===== config.mk =====
export PLATFORM = sky130hd
export DESIGN_NAME = turn_signal_lamp_controller
export DESIGN_NICKNAME = d
export VERILOG_FILES = /design/src/inc/lamp_pkg.sv /design/src/inc/tick_if.sv /design/src/design/timebase.sv /design/src/design/turn_signal_lamp_controller.sv
export SDC_FILE = /design/constraint.sdc
export NUM_CORES = 1
export LEC_CHECK = 0
export BUFFER_PORTS_ARGS = -buffer_cell sky130_fd_sc_hd__buf_2
export CORE_MARGIN = 2
export CORE_UTILIZATION = 54
export CTS_CLUSTER_SIZE = 24
export DETAILED_ROUTE_END_ITERATION = 8
export PLACE_DENSITY = 0.86
export SLEW_MARGIN = 40
export SYNTH_ARGS = -nofsm -noshare
export SYNTH_HDL_FRONTEND = slang
export SYNTH_HIERARCHICAL = 1
export SYNTH_SLANG_ARGS = --single-unit

===== constraint.sdc =====
create_clock -name clk_i -period 3.3 [get_ports clk_i]
set_input_delay 0.825 -clock clk_i [delete_from_list [all_inputs] [get_ports clk_i]]
set_output_delay 0.825 -clock clk_i [all_outputs]
set_load 0.01 [all_outputs]

===== src/inc/lamp_pkg.sv =====
package lamp_pkg;
   // Machine cycle and clock timing
   localparam int          CLK_PERIOD_NS    = 50;
   localparam int          MACHINE_CYCLE_NS = 1000;
   localparam int          MC_CLKS          = (MACHINE_CYCLE_NS + CLK_PERIOD_NS - 1) / CLK_PERIOD_NS;
   localparam logic [4:0]  MC_LAST          = 5'(MC_CLKS - 1);
   localparam logic [4:0]  PRESCALE_RESET   = 5'h0_0;
   // Timebase
   localparam logic [7:0]  LOW_BYTE_RESET   = 8'h0_0;
   localparam logic [7:0]  HIGH_BYTE_RELOAD = 8'hF_0;
   localparam logic [7:0]  BYTE_ALL_ONES    = 8'hF_F;
   // Subdivider
   localparam logic [7:0]  SUB_RELOAD       = 8'hF_4;
   localparam logic [7:0]  SUB_ZERO         = 8'h0_0;
   localparam int          SLOW_BIT_POS     = 7;
   localparam int          FAST_BIT_POS     = 0;
   // Duty selection
   localparam logic [2:0]  DUTY_SQUARE      = 3'h0;
   localparam logic [3:0]  DUTY_FULL        = 4'h8;
endpackage


===== src/inc/tick_if.sv =====
`timescale 1ns/100ps
interface tick_if;
   logic       tick;
   logic [7:0] sub_next;
   modport source (output tick, output sub_next);
   modport sink   (input  tick, input  sub_next);
endinterface


===== src/design/timebase.sv =====
`timescale 1ns/100ps
module timebase (
   input  wire logic  clk_i,
   input  wire logic  rst_i,
   input  wire logic  timebase_run_i,
   input  wire logic  tick_event_enable_i,
   input  wire logic  global_event_enable_i,
   output logic [7:0] timebase_low_byte_o,
   output logic [7:0] timebase_high_byte_o,
   output logic [7:0] subdivider_o,
   tick_if.source     tk
);
   logic [4:0] prescale_reg;
   logic [7:0] low_reg;
   logic [7:0] high_reg;
   logic [7:0] sub_reg;
   logic [7:0] sub_next;
   logic       mc_step;
   logic       high_wrap;
   logic       tick;

   // ----------------------------------------
   // Machine cycle strobe
   // ----------------------------------------
   assign mc_step = timebase_run_i && (prescale_reg == lamp_pkg::MC_LAST);

   always_ff @(posedge clk_i or posedge rst_i) begin
      if (rst_i) begin
         prescale_reg <= lamp_pkg::PRESCALE_RESET;
      end else if (!timebase_run_i || mc_step) begin
         prescale_reg <= lamp_pkg::PRESCALE_RESET;
      end else begin
         prescale_reg <= prescale_reg + 5'h0_1;
      end
   end

   // ----------------------------------------
   // Sixteen-bit timebase
   // ----------------------------------------
   assign high_wrap = mc_step && (low_reg == lamp_pkg::BYTE_ALL_ONES)
                      && (high_reg == lamp_pkg::BYTE_ALL_ONES);
   assign tick      = high_wrap && tick_event_enable_i && global_event_enable_i; // [RULE4]

   always_ff @(posedge clk_i or posedge rst_i) begin
      if (rst_i) begin
         low_reg  <= lamp_pkg::LOW_BYTE_RESET;
         high_reg <= lamp_pkg::HIGH_BYTE_RELOAD;
      end else if (mc_step) begin
         low_reg <= low_reg + 8'h0_1; // [RULE2]
         if (low_reg == lamp_pkg::BYTE_ALL_ONES) begin
            // Reload on every wrap so spacing holds even with events masked
            if (high_reg == lamp_pkg::BYTE_ALL_ONES) begin
               high_reg <= lamp_pkg::HIGH_BYTE_RELOAD; // [RULE3]
            end else begin
               high_reg <= high_reg + 8'h0_1; // [RULE2]
            end
         end
      end
   end

   // ----------------------------------------
   // Subdivider
   // ----------------------------------------
   always_comb begin
      sub_next = sub_reg;
      if (tick) begin
         sub_next = sub_reg - 8'h0_1;
         if (sub_next == lamp_pkg::SUB_ZERO) begin
            sub_next = lamp_pkg::SUB_RELOAD; // [RULE5]
         end
      end
   end

   always_ff @(posedge clk_i or posedge rst_i) begin
      if (rst_i) begin
         sub_reg <= lamp_pkg::SUB_RELOAD; // [RULE5]
      end else begin
         sub_reg <= sub_next;
      end
   end

   assign timebase_low_byte_o  = low_reg;
   assign timebase_high_byte_o = high_reg;
   assign subdivider_o         = sub_reg;
   assign tk.tick              = tick;
   assign tk.sub_next          = sub_next;
endmodule // timebase


===== src/design/turn_signal_lamp_controller.sv =====
`timescale 1ns/100ps
// Notes on behaviour
// RULE1 - Switch inputs are active high
// RULE2 - Low byte per machine cycle, carries high
// RULE3 - High byte reloaded 0xF0 each tick
// RULE4 - Tick on high overflow when enabled
// RULE5 - Subdivider loads 244, decrements, reloads
// RULE6 - Subdivider bit 7 is slow blink
// RULE7 - Subdivider bit 0 is fast square
// RULE8 - Dim is parking AND fast square
// RULE9 - Left dash is (turn OR emergency) AND blink
// RULE10 - Left front is dash term OR dim
// RULE11 - Left rear steady on brake without turn
// RULE12 - Right side mirrors left side
// RULE13 - Lamps recomputed every tick
// RULE14 - Optional k/8 duty from bits 2..0
// RULE15 - Lamp registers update on tick, reset off
module turn_signal_lamp_controller (
   input  wire logic       clk_i,
   input  wire logic       rst_i,
   input  wire logic       brake_i,
   input  wire logic       emergency_i,
   input  wire logic       parking_i,
   input  wire logic       left_turn_i,
   input  wire logic       right_turn_i,
   input  wire logic       timebase_run_i,
   input  wire logic       tick_event_enable_i,
   input  wire logic       global_event_enable_i,
   input  wire logic [2:0] duty_select_i,
   output logic            left_front_lamp_o,
   output logic            right_front_lamp_o,
   output logic            left_dash_lamp_o,
   output logic            right_dash_lamp_o,
   output logic            left_rear_lamp_o,
   output logic            right_rear_lamp_o,
   output logic            tick_o,
   output logic [7:0]      timebase_low_byte_o,
   output logic [7:0]      timebase_high_byte_o,
   output logic [7:0]      subdivider_o
);
   logic [4:0] sw_meta_reg;
   logic [4:0] sw_sync_reg;
   logic       brake;
   logic       emergency;
   logic       parking;
   logic       left_turn;
   logic       right_turn;
   logic       slow_blink_bit;
   logic       fast_square_bit;
   logic       duty_wave;
   logic       dim;
   logic       left_blink;
   logic       right_blink;
   logic [5:0] lamps_next;
   logic [5:0] lamps_reg;

   tick_if tk ();

   // ----------------------------------------
   // Timebase and subdivider
   // ----------------------------------------
   timebase u_timebase (
      .clk_i                 (clk_i),
      .rst_i                 (rst_i),
      .timebase_run_i        (timebase_run_i),
      .tick_event_enable_i   (tick_event_enable_i),
      .global_event_enable_i (global_event_enable_i),
      .timebase_low_byte_o   (timebase_low_byte_o),
      .timebase_high_byte_o  (timebase_high_byte_o),
      .subdivider_o          (subdivider_o),
      .tk                    (tk.source)
   );

   // ----------------------------------------
   // Switch synchronisers
   // ----------------------------------------
   // Switches are asynchronous to the clock, so two stages first
   always_ff @(posedge clk_i or posedge rst_i) begin
      if (rst_i) begin
         sw_meta_reg <= 5'h0_0;
         sw_sync_reg <= 5'h0_0;
      end else begin
         sw_meta_reg <= {right_turn_i, left_turn_i, parking_i, emergency_i, brake_i};
         sw_sync_reg <= sw_meta_reg;
      end
   end

   // High level means switch closed [RULE1]
   assign brake      = sw_sync_reg[0];
   assign emergency  = sw_sync_reg[1];
   assign parking    = sw_sync_reg[2];
   assign left_turn  = sw_sync_reg[3];
   assign right_turn = sw_sync_reg[4];

   // ----------------------------------------
   // Blink and dim terms
   // ----------------------------------------
   // Taken from the post-decrement value, as the lamps are computed after it
   assign slow_blink_bit  = tk.sub_next[lamp_pkg::SLOW_BIT_POS];  // [RULE6]
   assign fast_square_bit = tk.sub_next[lamp_pkg::FAST_BIT_POS];  // [RULE7]

   // Filament brightness is non-linear, hence the selectable duty
   always_comb begin
      if (duty_select_i == lamp_pkg::DUTY_SQUARE) begin
         duty_wave = fast_square_bit; // [RULE7]
      end else begin
         duty_wave = ({1'b0, tk.sub_next[2:0]} >= (lamp_pkg::DUTY_FULL - {1'b0, duty_select_i})); // [RULE14]
      end
   end

   assign dim         = parking && duty_wave;                          // [RULE8]
   assign left_blink  = (left_turn || emergency) && slow_blink_bit;    // [RULE9]
   assign right_blink = (right_turn || emergency) && slow_blink_bit;   // [RULE12]

   // ----------------------------------------
   // Lamp functions
   // ----------------------------------------
   always_comb begin
      lamps_next[0] = left_blink || dim;                                // [RULE10]
      lamps_next[1] = right_blink || dim;                               // [RULE12]
      lamps_next[2] = left_blink;                                       // [RULE9]
      lamps_next[3] = right_blink;                                      // [RULE12]
      lamps_next[4] = (brake && !left_turn) || left_blink || dim;       // [RULE11]
      lamps_next[5] = (brake && !right_turn) || right_blink || dim;     // [RULE12]
   end

   // All six change together, so no lamp ever leads another
   always_ff @(posedge clk_i or posedge rst_i) begin
      if (rst_i) begin
         lamps_reg <= 6'h0_0; // [RULE15]
      end else if (tk.tick) begin
         lamps_reg <= lamps_next; // [RULE13] [RULE15]
      end
   end

   assign left_front_lamp_o  = lamps_reg[0];
   assign right_front_lamp_o = lamps_reg[1];
   assign left_dash_lamp_o   = lamps_reg[2];
   assign right_dash_lamp_o  = lamps_reg[3];
   assign left_rear_lamp_o   = lamps_reg[4];
   assign right_rear_lamp_o  = lamps_reg[5];
   assign tick_o             = tk.tick;
endmodule // turn_signal_lamp_controller


# After elaboration in Yosys (flattened, before gate mapping)
# Cells that the tools add are included.
word_totals:
  in_bits: 13
  word_cells: 47
  ff_bits: 45
  output_inout_bits: 31
classes:
  mux: 5
  reduce_logical: 25
  n_eq_ne: 3
  addsub: 5
  magnitude_cmp: 1
op_table:
  columns: ["operator", "n"]
  rows:
  - ["8-bit 2-to-1 mux", 3]
  - ["8-bit by 1-bit adder with 8-bit output (second input constant)", 2]
  - ["8-bit equality test (second input constant)", 2]
  - ["1-bit logical AND", 10]
  - ["1-bit logical OR", 9]
  - ["8-bit logical NOT", 1]
  - ["8-bit by 1-bit subtractor with 8-bit output (second input constant)", 1]
  - ["5-bit by 1-bit adder with 5-bit output (second input constant)", 1]
  - ["5-bit equality test (second input constant)", 1]
  - ["5-bit 2-to-1 mux", 1]
  - ["3-bit by 4-bit greater-or-equal comparator with 1-bit output", 1]
  - ["4-bit by 3-bit subtractor with 4-bit output (first input constant)", 1]
  - ["1-bit logical NOT", 3]
  - ["3-bit logical NOT", 1]
  - ["2-bit AND reduction", 1]
  - ["1-bit 2-to-1 mux", 1]

# Longest topological paths before layout
depth:
  depth_word: 11
  mapped_depth: 14
  depth_no_buf: 13

# By module
# Netlist, hierarchy kept.
modules_own_cells:
  columns: ["mod", "area_each_um2", "seq_area_each_um2", "instances", "cells_each"]
  rows:
  - ["timebase", 1524.0, 737.0, 1, 148]
  - ["turn_signal_lamp_controller", 650.6, 400.4, 1, 54]

# Worst setup path before layout
# Ideal clock, no wire load.
synth_path:
  path_type: "flip-flop to flip-flop"
  start: "reg u_timebase.sub_reg[0], in the netlist u_timebase/subdivider_o[0]"
  end: "reg lamps_reg[4]"
  t_arrival_ns: 2.719
  path_stages_with_launch: 13
  setup_ns: 0.139
  synth_period_minus_slack_ns: 2.858
  n_path_buf: 0
  required_ns: 3.161
  path_slack_ns: 0.442
  cell_sequence: "dfrtp_1 -> inv_1 -> ha_1 -> or3b_4 -> or4_4 -> nand4b_4 -> nand2_1 -> o22a_1 -> ha_1 -> a21oi_1 -> o21ai_1 -> a21oi_2 -> a31oi_1"
synth_between:
  elab_chain_cells: 8
  word_cells_on_any_way: 10
  classes_between: "1 x add/sub; 1 x order compare; 3 x mux; 5 x reduce/logical"
synth_lines:
  columns: ["element", "line", "source"]
  rows:
  - ["from (decl)", "timebase.sv:16", "logic [7:0] sub_reg;"]
  - ["from (signal assigned)", "timebase.sv:76", "sub_reg <= lamp_pkg::SUB_RELOAD;"]
  - ["from (signal assigned)", "timebase.sv:78", "sub_reg <= sub_next;"]
  - ["8-bit by 1-bit subtractor with 8-bit output (*)", "timebase.sv:67", "sub_next = sub_reg - 8'h0_1;"]
  - ["8-bit logical NOT", "timebase.sv:68", "if (sub_next == lamp_pkg::SUB_ZERO) begin"]
  - ["8-bit 2-to-1 mux (*)", "timebase.sv:68", null]
  - ["8-bit 2-to-1 mux (*)", "timebase.sv:66", "if (tick) begin"]
  - ["net tk.sub_next[2]", "tick_if.sv:4", "logic [7:0] sub_next;"]
  - ["3-bit by 4-bit greater-or-equal comparator with 1-bit output (*)", "turn_signal_lamp_controller.sv:107", "duty_wave = ({1'b0, tk.sub_next[2:0]} >= (lamp_pkg::DUTY_FULL - {1'b0, duty_select_i}));"]
  - ["1-bit 2-to-1 mux (*)", "turn_signal_lamp_controller.sv:104", "if (duty_select_i == lamp_pkg::DUTY_SQUARE) begin"]
  - ["1-bit logical AND (*)", "turn_signal_lamp_controller.sv:111", "assign dim = parking && duty_wave;"]
  - ["1-bit logical OR (*)", "turn_signal_lamp_controller.sv:123", "lamps_next[4] = (brake && !left_turn) || left_blink || dim;"]
  - ["to (signal assigned)", "turn_signal_lamp_controller.sv:132", "lamps_reg <= lamps_next;"]
  - ["to (decl)", "turn_signal_lamp_controller.sv:55", "logic [5:0] lamps_reg;"]
# The timed path passes the listed nets; every way through them passes the cells marked *.
# A chain may end at the register's enable or synchronous reset.

# Worst setup path in the final report
# Same ends and word-level chain as after synthesis.

==> metrics.md <==
| Metric | Value |
|---|---|
| Outcome | completed |
| M1 WL | 1850 microns |
| Initial drt markers | 105 |
| Die H | 67.5 microns |
| Hold Slack | 0.356 ns |
| TritonRoute pass-1 iters | 4 |
| CP required | 3.46 ns |
| Largest family of logic cells by synthesized area | simple AND/OR/NAND/NOR gates |
| GPL Wtd Cong | 0.767 |
| Longest Clk Path Bufs | 2 |
| CTS buffer count | 5 |
| Unrepaired setup endpoints after global routing | no |
| Syn_area_per_cell | 10.8 sq um |
| Startpoint types | register |
| Yosys top cell by area | dfrtp_1 |
| Worst Hold Path Cells | 0 |
| Layout cells sized above 1 | 31.1% |
| Clock Latency Late Sink | 0.29 ns |
| Leak pwr | 1.30 nW |
| Crit path kind | reg -> reg |
| Seq/Total Area, Yosys | 52.3% |
| Async SR Flop Fraction | 100% |
| Worst setup EP type | register |
| Critical path arrival | 3.29 ns |
| Core Region | 3940 sq um |
| Post-synthesis compound-gate area fraction | 9.15% |
| GRT Resource Usage Total | 19.7% |
| Post-Route Utilization | 64.8% |
| Synthesized net count | 225 |
| Area Growth Syn to Fin | 17.5% |
| IO Pins | 44 |
| Simple-gate area share of the yosys netlist | 22.4% |
| DR top layer | met4 |
| Pin count of the biggest net entering global routing | 28 |
| Grt ovf | 0 |
| Final clock skew | 0.00437 ns |
| Die Wd | 67.5 microns |
| Period utilization | 94.7% |
| DR vias | 1683 |
| Rows | 23 |
| FMAX | 320 MHz |
| Distinct cells, synth | 49 |
| Design area | 2560 sq um |
| Met3 WL | 125 microns |
| Min cycle time layout | 3.12 ns |
| Vias/cell | 5.54 |
| Die area | 4550 sq um |
| Slew @ Worst Pin | 0.576 ns |
| Path depth of the worst reg2reg path | 12 |
| HP Class | reg -> reg |
| Nets@finish | 276 |
| Post-Synth XOR/XNOR Area | 4.83% |
| Pwr dens | 368 nW/um^2 |
| Vias in the first global route | 1525 |
| Post-DP HPWL | 3160 microns |
| Reg2Reg Setup Slack | 0.18 ns |
| Syn. warnings | 6 |
| Top cells by area, synth | dfrtp_1 (41%), dfstp_2 (11%), ha_1 (5.8%) |
| Endpoints failing setup | 0 |
| Adder-cell share of the synthesized area | 5.75% |
| Antenna violations before repair | 0 |
| Post-Syn Area | 2170 sq um |
| Mux share of post-synthesis cell area | 1.96% |
| Max-Cap Viols | 0 |
| Gate Count Post-Synth | 202 |
| TritonCTS clock tree | built |
| Count leader, synth | dfrtp_1 |
| Yosys reg bits | 45 |
| First-pass GRT wire length | 6660 microns |
| Slew Limit Fails | 0 |
| Starting density of the core | 55.2% |
| Clock slew at reported path FFs | 0.08 ns |
| IO Port Bufs | 43 |
| Top FF cell, synth | dfrtp_1 |
| Clock net sink count | 45 |
| Maximum VDD drop | 0.307 mV |
| Drc violations | 0 |
| Critical path peak fanout | 6 |
| CTS root buf | clkbuf_8 |
| Met2 wire len | 2130 microns |
| Final hold viol count | 0 |
| H-tree depth | 2 |
| Ant. Diodes | 0 |
| Antenna Nets Post-Route | 0 |
| Synth cell count leaders | dfrtp_1 (36), nand2_1 (21), nor2_1 (16) |
| # hold bufs at CTS | 0 |
| Top cell type's share of synthesized area | 41.4% |
| Max-slew headroom | 61.5% |
| Placed cell area | 2460 sq um |
| Post-Route WL | 4190 microns |
| Average wire per standard cell | 13.8 microns |
| Post-synth EDFFs | 0 |
| Final TNS setup | 0 ns |
==> layout make-up <==
type                    count  area [sq um]
fillers                   305          1390
flip-flops and latches     45          1140
multi-input cells         139           966
repair buffers             46           238
clock buffers               5          68.8
well taps                  50          62.6
inverters                  16          61.3
clock inverters             3          22.5
==> layout by cell type (no fill, tap or decap), types with 2 or more instances in the layout <==
master      count
o21ai_1         2
mux2_2          2
ha_1           10
nand2_1        21
buf_4           3
a31oi_1         4
dfstp_2         9
nand4_1         2
a21o_1          2
o21ai_0         7
a21oi_1         5
dfrtp_1        36
buf_2          43
nor2b_1         5
clkinvlp_4      3
nor3_1          5
clkbuf_8        5
and4_1          2
nand3_1         9
inv_1          14
xnor2_1         9
mux2i_1         2
and2_1          2
nand2b_1        2
and3_1          4
nor3b_1         3
xor2_1          3
nor2_1         16
==> through the flow <==
stage	instances	power (mW)	worst slack (ns)
after floorplan	202	0.598	0.442
after global placement	296	0.614	0.335
after CTS	304	0.951	0.140
final	304	0.941	0.175
after detailed placement	296	0.617	0.204
after global routing	304	0.982	0.0167
==> routing by layer <==
layer,vias up,GRT usage (%)
met3,11,4.50
met4,0,9.18
li1,802,-
met5,-,0
met1,834,24.8
met2,36,32.1
==> final timing paths <==
path	startpoint	to
worst min register to register	sw_meta_reg[4]$_DFF_PP0_	sw_sync_reg[4]$_DFF_PP0_
worst max-delay path	u_timebase/subdivider_o[0]$_DFF_PP0_	lamps_reg[4]$_DFFE_PP0P_
min in group asynchronous	rst_i	u_timebase/timebase_high_byte_o[3]$_DFFE_PP0P_
worst min-delay path	sw_meta_reg[4]$_DFF_PP0_	sw_sync_reg[4]$_DFF_PP0_
worst max register to register	u_timebase/subdivider_o[0]$_DFF_PP0_	lamps_reg[4]$_DFFE_PP0P_
max in group asynchronous	rst_i	u_timebase/subdivider_o[6]$_DFF_PP1_
==> report_power, final <==
part           total [mW]  internal [mW]  switching, mW
sequential          0.566          0.561        0.00518
clock               0.334          0.148          0.186
combinational      0.0406         0.0157         0.0249
==> worst max-delay path: stages, from the launching register on <==
cell	delay [ns]
dfrtp_1	0.44
inv_1	0.09
ha_1	0.21
or3b_4	0.42
o31ai_2	0.40
nand4b_4	0.18
a21oi_1	0.19
o22a_1	0.20
ha_1	0.25
a21oi_1	0.16
o21ai_1	0.10
a21oi_2	0.22
a31oi_1	0.12
==> what timing repair did <==
action / 4_1_cts / 5_1_grt
gates resized for setup: 0 / 1
endpoints found under the setup margin: 0 / 1
buffers inserted: 0 / 0
==> kinds of logic (layout without fill, tap and decap cells) <==
logic type | count (synthesis) | after routing
muxes | 4 | 4
xor gates and xnor gates | 12 | 12
buffers and inverters | 18 | 70
DFF | 45 | 45
adders and majority gates | 10 | 10
and+or+nand+nor | 83 | 83
AOI/OAI and AO/OA | 30 | 30
(Power assumes the default switching activity.)
